**config.mk**
```make
export PLATFORM = sky130hd
export DESIGN_NAME = fronthaul_section_ext_parser
export DESIGN_NICKNAME = d
export VERILOG_FILES = /design/src/verilog/fh_ext_pkg.sv /design/src/verilog/fronthaul_section_ext_parser.sv
export VERILOG_INCLUDE_DIRS = /design/src /design/src/verilog
export SDC_FILE = /design/constraint.sdc
export NUM_CORES = 1
export LEC_CHECK = 0
export ABC_AREA = 1
export BUFFER_PORTS_ARGS = -buffer_cell sky130_fd_sc_hd__buf_2
export CAP_MARGIN = 25
export CELL_PAD_IN_SITES_DETAIL_PLACEMENT = 1
export CELL_PAD_IN_SITES_GLOBAL_PLACEMENT = 2
export CORE_ASPECT_RATIO = 0.6
export CORE_MARGIN = 2
export CORE_UTILIZATION = 40
export CTS_BUF_LIST = sky130_fd_sc_hd__clkbuf_2 sky130_fd_sc_hd__clkbuf_4 sky130_fd_sc_hd__clkbuf_8
export DETAILED_ROUTE_END_ITERATION = 6
export GPL_TIMING_DRIVEN = 0
export MAX_ROUTING_LAYER = met4
export PLACE_DENSITY_LB_ADDON = 0.1
export SYNTH_ARGS = -nofsm -noshare
export SYNTH_HDL_FRONTEND = slang
export SYNTH_SLANG_ARGS = --single-unit
```
**constraint.sdc**
```tcl
create_clock -name mclk -period 4.81 [get_ports mclk]
set_clock_uncertainty 0.2 [all_clocks]
set_input_delay 0.962 -clock mclk [delete_from_list [all_inputs] [get_ports mclk]]
set_output_delay 0.962 -clock mclk [all_outputs]
set_load 0.01 [all_outputs]
```
**src/verilog/fh_ext_cfg.svh**
```systemverilog
`ifndef FH_EXT_CFG_SVH
`define FH_EXT_CFG_SVH
`define TYPE_BEAM 7'h0a
`define TYPE_MODCOMP 7'h05
`define TYPE_CONSOL 7'h13
`define MODCOMP_END 10'h006
`define BEAM_FIRST 10'h003
`define CONSOL_FIRST 10'h005
`define IDX_BODY0 10'h002
`define IDX_B3 10'h003
`define IDX_B4 10'h004
`define IDX_B5 10'h005
`define MAX_PORTS 6'h10
`define DESC_LAST 3'h7
`define REG_CTRL 4'h0
`define REG_STATUS 4'h1
`define REG_HIMASK 4'h2
`define REG_BADCNT 4'h3
`endif

```
**src/verilog/fh_ext_pkg.sv**
```systemverilog
package fh_ext_pkg;
  typedef enum logic [1:0] {S_IDLE, S_TYPE, S_LEN, S_BODY} parse_state_t;
  typedef logic [14:0] beam_index_t;
endpackage : fh_ext_pkg

```
**src/verilog/fronthaul_section_ext_parser.sv**
```systemverilog
`timescale 1ns/10ps
`include "fh_ext_cfg.svh"
// How it works
// - single set: mask nibble, shift flag, offset top
// - single-set extension length is two words
// - consolidated section carries up to 16 ports
// - type-19 resource handled as one section
// - header mask plus extension symbol bitmap combined
// - highest-priority masks clear overlapping lower masks
// - plain section descriptions stepped in 8 bytes
// - extra port: reserved bit, 15-bit beam index
// - one modulation extension per stream follows beam
module fronthaul_section_ext_parser (
  input wire logic mclk,
  input wire logic rst_b,
  input wire logic byteValid,
  input wire logic [7:0] byteData,
  input wire logic byteLast,
  input wire logic chainStart,
  input wire logic descValid,
  input wire logic slotStart,
  input wire logic secValid,
  input wire logic secHighPrio,
  input wire logic [11:0] secReMask,
  input wire logic fragRepeat,
  input wire logic [3:0] consolPortSel,
  input wire logic [3:0] regAddr,
  input wire logic [31:0] regWdata,
  input wire logic regWr,
  input wire logic regRd,
  output logic [31:0] regRdata,
  output logic portValid,
  output logic [4:0] portNum,
  output logic [14:0] portBeam,
  output logic [1:0] beamGroupMode,
  output logic modValid,
  output logic [2:0] modStream,
  output logic [11:0] modReMask,
  output logic modCsf,
  output logic [14:0] modOffset,
  output logic consolValid,
  output logic [11:0] consolReMask,
  output logic [13:0] consolSymbols,
  output logic [4:0] consolPorts,
  output logic [14:0] consolPortBeam,
  output logic effValid,
  output logic [11:0] effReMask,
  output logic descDone,
  output logic extDone,
  output logic extBad
);
  fh_ext_pkg::parse_state_t state_q;
  logic enable_q, prioEn_q, badFlag_q, ef_q;
  logic [7:0] badCnt_q, len_q, mcOffMid_q, expWords;
  logic [6:0] type_q, hiBits_q;
  logic [9:0] idx_q, fieldEnd, lenBytes;
  logic [5:0] count_q;
  logic [11:0] hiMask_q, mcMask_q;
  logic [2:0] descCnt_q, mcOffHi_q;
  logic [13:0] symbols_q;
  logic [4:0] storedPorts_q;
  fh_ext_pkg::beam_index_t beamMem [16];
  logic hdrByte, bodyByte, lastByte, isBeam, isMod, isCon, padBad, portLow, badNow;
  assign hdrByte = byteValid && enable_q &&
    (state_q == fh_ext_pkg::S_TYPE || (state_q == fh_ext_pkg::S_IDLE && chainStart));
  assign bodyByte = byteValid && state_q == fh_ext_pkg::S_BODY;
  assign lenBytes = {len_q, 2'b00};
  assign lastByte = bodyByte && idx_q == lenBytes - 10'h001;
  assign isBeam = type_q == `TYPE_BEAM;
  assign isMod = type_q == `TYPE_MODCOMP;
  assign isCon = type_q == `TYPE_CONSOL;
  // end of meaningful fields; everything past it is padding
  assign fieldEnd = isMod ? `MODCOMP_END : isBeam ? `BEAM_FIRST + {3'h0, count_q, 1'b0} :
    isCon ? `CONSOL_FIRST + {3'h0, count_q, 1'b0} : lenBytes;
  assign expWords = 8'((fieldEnd + 10'h003) >> 2);
  // low nibble of the last single-set byte is padding too
  assign padBad = bodyByte && ((idx_q >= fieldEnd && byteData != 8'h00) ||
    (isMod && idx_q == `IDX_B5 && byteData[3:0] != 4'h0));
  assign portLow = bodyByte && (isBeam || isCon) && idx_q < fieldEnd &&
    idx_q >= (isBeam ? `BEAM_FIRST : `CONSOL_FIRST) && !idx_q[0];
  assign badNow = padBad ||
    (lastByte && len_q != expWords) ||
    (bodyByte && isCon && idx_q == `IDX_B4 && byteData[5:0] > `MAX_PORTS) ||
    (state_q == fh_ext_pkg::S_LEN && byteValid && byteData == 8'h00) ||
    (byteValid && byteLast && state_q != fh_ext_pkg::S_IDLE && !hdrByte &&
     !(lastByte && !ef_q)) ||
    (hdrByte && byteLast);
  always_ff @(posedge mclk or negedge rst_b) begin
    if (!rst_b) begin
      state_q <= fh_ext_pkg::S_IDLE;
      ef_q <= 1'b0;
      type_q <= 7'h00;
      len_q <= 8'h00;
      idx_q <= 10'h000;
    end else if (byteValid && (byteLast || (badNow && !lastByte))) begin
      state_q <= fh_ext_pkg::S_IDLE;
    end else if (hdrByte) begin
      ef_q <= byteData[7];
      type_q <= byteData[6:0];
      state_q <= fh_ext_pkg::S_LEN;
    end else if (byteValid && state_q == fh_ext_pkg::S_LEN) begin
      len_q <= byteData;
      idx_q <= `IDX_BODY0;
      state_q <= fh_ext_pkg::S_BODY;
    end else if (bodyByte) begin
      idx_q <= idx_q + 10'h001;
      if (lastByte) begin
        state_q <= ef_q ? fh_ext_pkg::S_TYPE : fh_ext_pkg::S_IDLE;
      end
    end
  end
  // port counts and beam index assembly
  always_ff @(posedge mclk or negedge rst_b) begin
    if (!rst_b) begin
      count_q <= 6'h00;
      hiBits_q <= 7'h00;
      portNum <= 5'h00;
      portValid <= 1'b0;
      portBeam <= 15'h0000;
      beamGroupMode <= 2'h0;
    end else begin
      portValid <= portLow;
      if (hdrByte) begin
        count_q <= 6'h00;
        portNum <= 5'h00;
      end
      if (bodyByte && isBeam && idx_q == `IDX_BODY0) begin
        beamGroupMode <= byteData[7:6];
        count_q <= byteData[5:0];
      end
      if (bodyByte && isCon && idx_q == `IDX_B4) begin
        count_q <= byteData[5:0];
      end
      if (bodyByte && idx_q[0]) begin
        hiBits_q <= byteData[6:0];
      end
      if (portLow) begin
        portBeam <= {hiBits_q, byteData};
      end
      if (portValid) begin
        portNum <= portNum + 5'h01;
      end
    end
  end
  // consolidated ports survive until a fresh set replaces them
  always_ff @(posedge mclk) begin
    if (portLow && isCon && portNum < 5'(`MAX_PORTS)) begin
      beamMem[portNum[3:0]] <= {hiBits_q, byteData};
    end
  end

  always_ff @(posedge mclk or negedge rst_b) begin
    if (!rst_b) begin
      consolPortBeam <= 15'h0000;
    end else begin
      consolPortBeam <= 5'(consolPortSel) < storedPorts_q ? beamMem[consolPortSel] : 15'h0000;
    end
  end
  // single scaler-set modulation compression, one per stream
  always_ff @(posedge mclk or negedge rst_b) begin
    if (!rst_b) begin
      mcMask_q <= 12'h000;
      mcOffHi_q <= 3'h0;
      mcOffMid_q <= 8'h00;
      modValid <= 1'b0;
      modStream <= 3'h0;
      modReMask <= 12'h000;
      modCsf <= 1'b0;
      modOffset <= 15'h0000;
    end else begin
      modValid <= bodyByte && isMod && idx_q == `IDX_B5;
      if (modValid) begin
        modStream <= modStream + 3'h1;
      end
      if (hdrByte && byteData[6:0] == `TYPE_BEAM) begin
        modStream <= 3'h0;
      end
      if (bodyByte && isMod) begin
        if (idx_q == `IDX_BODY0) begin
          mcMask_q[11:4] <= byteData;
        end
        if (idx_q == `IDX_B3) begin
          mcMask_q[3:0] <= byteData[7:4];
          modCsf <= byteData[3];
          mcOffHi_q <= byteData[2:0];
        end
        if (idx_q == `IDX_B4) begin
          mcOffMid_q <= byteData;
        end
        if (idx_q == `IDX_B5) begin
          modReMask <= mcMask_q;
          modOffset <= {mcOffHi_q, mcOffMid_q, byteData[7:4]};
        end
      end
    end
  end
  // whole resource in one section: header mask plus ext bitmap
  always_ff @(posedge mclk or negedge rst_b) begin
    if (!rst_b) begin
      symbols_q <= 14'h0000;
      storedPorts_q <= 5'h00;
      consolValid <= 1'b0;
      consolReMask <= 12'h000;
      consolSymbols <= 14'h0000;
      consolPorts <= 5'h00;
    end else begin
      consolValid <= lastByte && isCon && !badNow;
      if (bodyByte && isCon && idx_q == `IDX_BODY0) begin
        symbols_q[13:8] <= byteData[5:0];
      end
      if (bodyByte && isCon && idx_q == `IDX_B3) begin
        symbols_q[7:0] <= byteData;
      end
      if (lastByte && isCon && !badNow) begin
        consolReMask <= secReMask;
        consolSymbols <= symbols_q;
        if (count_q != 6'h00 || !fragRepeat) begin
          storedPorts_q <= count_q[4:0];
          consolPorts <= count_q[4:0];
        end else begin
          consolPorts <= storedPorts_q;
        end
      end
    end
  end
  // accumulate high-priority masks, clear them from the rest
  always_ff @(posedge mclk or negedge rst_b) begin
    if (!rst_b) begin
      hiMask_q <= 12'h000;
      effValid <= 1'b0;
      effReMask <= 12'h000;
    end else begin
      effValid <= secValid;
      if (secValid) begin
        effReMask <= (secHighPrio || !prioEn_q) ? secReMask : secReMask & ~hiMask_q;
      end
      if (slotStart) begin
        hiMask_q <= 12'h000;
      end else if (secValid && secHighPrio) begin
        hiMask_q <= hiMask_q | secReMask;
      end
    end
  end

  always_ff @(posedge mclk or negedge rst_b) begin
    if (!rst_b) begin
      descCnt_q <= 3'h0;
      descDone <= 1'b0;
    end else begin
      descDone <= descValid && descCnt_q == `DESC_LAST;
      if (descValid) begin
        descCnt_q <= descCnt_q + 3'h1;
      end
    end
  end

  always_ff @(posedge mclk or negedge rst_b) begin
    if (!rst_b) begin
      extDone <= 1'b0;
      extBad <= 1'b0;
    end else begin
      extDone <= lastByte;
      extBad <= byteValid && badNow;
    end
  end
  // register port; malformed flag is write-one-to-clear, set wins
  always_ff @(posedge mclk or negedge rst_b) begin
    if (!rst_b) begin
      enable_q <= 1'b1;
      prioEn_q <= 1'b1;
      badFlag_q <= 1'b0;
      badCnt_q <= 8'h00;
    end else begin
      if (regWr && regAddr == `REG_CTRL) begin
        enable_q <= regWdata[0];
        prioEn_q <= regWdata[1];
      end
      if (extBad) begin
        badFlag_q <= 1'b1;
        badCnt_q <= badCnt_q + (badCnt_q != 8'hff ? 8'h01 : 8'h00);
      end else if (regWr && regAddr == `REG_STATUS && regWdata[0]) begin
        badFlag_q <= 1'b0;
      end
    end
  end

  always_ff @(posedge mclk or negedge rst_b) begin
    if (!rst_b) begin
      regRdata <= 32'h0000_0000;
    end else if (regRd) begin
      unique case (regAddr)
        `REG_CTRL: regRdata <= {30'h0, prioEn_q, enable_q};
        `REG_STATUS: regRdata <= {30'h0, state_q != fh_ext_pkg::S_IDLE, badFlag_q};
        `REG_HIMASK: regRdata <= {20'h0, hiMask_q};
        `REG_BADCNT: regRdata <= {24'h0, badCnt_q};
        default: regRdata <= 32'h0000_0000;
      endcase
    end else begin
      regRdata <= 32'h0000_0000;
    end
  end
endmodule : fronthaul_section_ext_parser

```
==> results.sh <==
export IMPL_syn_area_sq_um=20100
export IMPL_postPlaceCellArea_sq_um=22300
export IMPL_status="finished, final reports clean"
export IMPL_ys_flop_type="edfxtp_1"
export IMPL_vias=15800
export IMPL_p_total_mw=9.87
export IMPL_powerDensity_nw_per_um2=413
export IMPL_clock_latency_ns=0.64
export IMPL_root_buffer="clkbuf_8"
export IMPL_synth_edf_count=240
export IMPL_finalHoldViolCount=0
export IMPL_synthTopCellsByArea="edfxtp_1 (36%), dfrtp_1 (29%), nand2_1 (8.5%)"
export IMPL_hpwl_microns=49100
export IMPL_io_pins=222
export IMPL_antennaDiodeCount=0
export IMPL_yosys_warnings=0
export IMPL_ir_drop_v=0.000218
export IMPL_grt_max_degree=113
export IMPL_rsz0062_at_grt="no"
export IMPL_hold_depth=1
export IMPL_max_cap_violations=0
export IMPL_worst_path_largest_cell_delay_ns=0.42
export IMPL_cpMostUsedCell="nand2_2"
export IMPL_cts_tree="yes"
export IMPL_finalWeightedCongestion=0.889
export IMPL_hold_ws_ns=0.260
export IMPL_worst_r2r_path_depth=19
export IMPL_holdCritPathClass="input pin to flip-flop"
export IMPL_max_freq_mhz=219
export IMPL_regToRegSetupSlack_ns=0.24
export IMPL_synthArstFlopShare=0.494
export IMPL_core_sq_um=49600
export IMPL_post_route_min_period_ns=4.57
export IMPL_rr_startpoint="type_q[3]"
export IMPL_drtPass1Iterations=7
export IMPL_cp_start_kind="flip-flop"
export IMPL_path_delay_family="simple AND/OR/NAND/NOR gates"
export IMPL_grt_total_usage=0.270
export IMPL_slew_viol_final=0
export IMPL_die_w_microns=294
export IMPL_cp_slowest_cell="dfrtp_1"
export IMPL_num_rows=63
export IMPL_area_growth_pct=18.6
export IMPL_hp_start="secValid"
export IMPL_path_class="flip-flop to flip-flop"
export IMPL_finalCoreUtilization=0.482
export IMPL_antenna_found_initial=2
export IMPL_drc=0
export IMPL_final_setup_worst_slack_ns=0.237
export IMPL_min_to="effValid"
export IMPL_grt_overflow=0
export IMPL_wl_microns=67300
export IMPL_grt_pass1_wl_microns=102000
export IMPL_cts_made_buffers=73
export IMPL_finalSetupViolations=0
export IMPL_yosysMostFrequentCell="nand2_1"
export IMPL_critPathArrivalTime_ns=4.70
export IMPL_postRouteAntennaNets=0
export IMPL_drive_above_1_share=0.186
export IMPL_ys_top_cells_by_count="nand2_1 (457), edfxtp_1 (240), dfrtp_1 (232)"
export IMPL_drt_iter0_drc=1564
export IMPL_final_nets=2301
export IMPL_path_max_fanout=10
export IMPL_clockBufferDepth=3
export IMPL_synth_top_cell_area_share=0.358
export IMPL_period_share=0.951
export IMPL_p_leak_nw=10.3
export IMPL_cts_sinks=474
export IMPL_slew_headroom=0.336
export IMPL_tightest_slew_ns=0.989
export IMPL_place_ws_ns=-0.345
export IMPL_synth_cells=1910
export IMPL_yosysSeqAreaShare=0.648
export IMPL_crit_start="type_q[3]"
export IMPL_critical_path_buf_inv_count=5
export IMPL_first_global_vias=16100
export IMPL_reg2reg_to="beamMem[15][1]"
export IMPL_initial_core_util=0.406
export IMPL_yosysTopAreaCell="edfxtp_1"
export IMPL_crit_chain="nand2_1 > clkinv_1 > nand2_2 > inv_2 > nand2_2 > nand2_2 > o31ai_1 > o2111ai_1 > ha_1 > nand4_1 > nor3_1 > o21ai_0 > o211ai_1 > a21oi_1 > nand2_2 > clkbuf_1 > nor4_4 > buf_4 > buf_4"
export IMPL_clkTransAtPathRegs_ns=0.07
export IMPL_final_cell_area_sq_um=23900
export IMPL_synth_area_per_cell_sq_um=10.5
export IMPL_htree_levels=3
export IMPL_nFillCells=5464
export IMPL_die_h_microns=178
export IMPL_synth_cell_types=49
export IMPL_worstPathRequired_ns=4.94
export IMPL_crit_path_end_kind="flip-flop"
export IMPL_io_buffers=171
export IMPL_via_per_inst=5.44
export IMPL_dieArea_sq_um=52200
export IMPL_avgRoutedWirePerCell_microns=23.1
export IMPL_synth_seq_cells=474
==> per-stage QoR <==
stage	instances	setup TNS (ns)
6_report	2907	0
5_1_grt	2907	0
4_1_cts	2904	0
3_5_place_dp	2768	-14.96
3_3_place_gp	2750	-613.38
2_1_floorplan	1929	0
==> what timing repair did <==
| action | in CTS | in global routing |
|---|---|---|
| setup endpoints to repair | 132 | 165 |
| buffers inserted | 0 | 3 |
| pin swaps | 0 | 2 |
| resized for setup | 4 | 6 |
| hold buffers | 1 | 0 |
| endpoints found under the hold margin | 8 | 0 |
==> state kept, by name (all words and copies together) (netlist names), 5 cells and up <==
| signal | flops |
|---|---|
| symbols_q | 14 |
| storedPorts_q | 5 |
| consolPortBeam | 15 |
| count_q | 6 |
| mcMask_q | 12 |
| effReMask | 12 |
| portNum | 5 |
| mcOffMid_q | 8 |
| regRdata | 12 |
| consolSymbols | 14 |
| portBeam | 15 |
| beamMem | 240 |
| hiBits_q | 7 |
| modOffset | 15 |
| badCnt_q | 8 |
| idx_q | 10 |
| type_q | 7 |
| len_q | 8 |
| modReMask | 12 |
| hiMask_q | 12 |
| consolReMask | 12 |
==> per-layer routing <==
layer,vias up,wire length [microns],part of all wire,global-route usage
li1,7130,-,-,-
met1,7989,33300,0.50,0.416
met2,599,27400,0.41,0.367
met3,95,5600,0.083,0.0530
met4,0,966,0.014,0.0510
met5,-,0,0,-
==> power by group <==
| group | internal (mW) | leakage, nW | switching, mW |
|---|---|---|---|
| registers | 4.47 | 5.35 | 0.285 |
| logic | 0.528 | 4.17 | 1.10 |
| clock network | 1.83 | 0.794 | 1.66 |
==> worst register-to-register path, stage by stage, from the launching register on <==
cell and delay, ns:
dfrtp_1 0.42, nand2_1 0.09, clkinv_1 0.07, nand2_2 0.09, inv_2 0.04, nand2_2 0.17, nand2_2 0.15, o31ai_1 0.11
o2111ai_1 0.30, ha_1 0.39, nand4_1 0.12, nor3_1 0.08, o21ai_0 0.14, o211ai_1 0.16, a21oi_1 0.29, nand2_2 0.25
clkbuf_1 0.34, nor4_4 0.39, buf_4 0.27, buf_4 0.21
==> kinds of logic after synthesis <==
family,share of synthesized area
AND/OR/NAND/NOR,0.157
XOR/XNOR,0.0126
adder cells (fa/ha/maj),0.0199
buffers and inverters,0.0507
flip-flops,0.648
AO/OA/AOI/OAI,0.109
multiplexers,0.00217
other,0.000186
==> worst max-delay path by stage <==
| stage | to | slack, ns | cells after the start |
|---|---|---|---|
| after floorplan | beamMem[15][0] | 0.44 | 17 |
| after global placement | beamMem[15][0] | -2.15 | 17 |
| after detailed placement | beamMem[5][0] | -0.35 | 18 |
| after CTS | beamMem[13][8] | 0.04 | 19 |
| after global routing | beamMem[4][9] | 0.02 | 18 |
| final | beamMem[15][1] | 0.24 | 19 |
==> cell usage in the layout, fill, tap and decap left out, drive strengths merged, types with 3 or more instances in the layout <==
| master | instances |
|---|---|
| o21ai | 182 |
| edfxtp | 240 |
| a221oi | 30 |
| nand2 | 470 |
| mux2 | 3 |
| a211oi | 7 |
| buf | 229 |
| nor3 | 35 |
| xor2 | 17 |
| o22ai | 33 |
| ha | 32 |
| nor2 | 140 |
| inv | 124 |
| clkbuf | 183 |
| nand3 | 76 |
| conb | 20 |
| o211ai | 13 |
| clkinv | 25 |
| clkinvlp | 4 |
| o221ai | 7 |
| a311oi | 9 |
| dfrtp | 232 |
| a21oi | 90 |
| nand4 | 26 |
| xnor2 | 12 |
==> cell type report <==
type / instances / area [sq um] / area share
clock buffers: 109 / 1360 / 0.0570
plain buffers: 111 / 546 / 0.0228
multi-input cells: 1217 / 6230 / 0.261
inverters: 127 / 477 / 0.0199
well taps: 650 / 813 / 0.0340
clock inverters: 26 / 140 / 0.00586
repair buffers: 193 / 1260 / 0.0528
flip-flops and latches: 474 / 13100 / 0.547
Note: power is estimated with default switching activity, not from simulation.
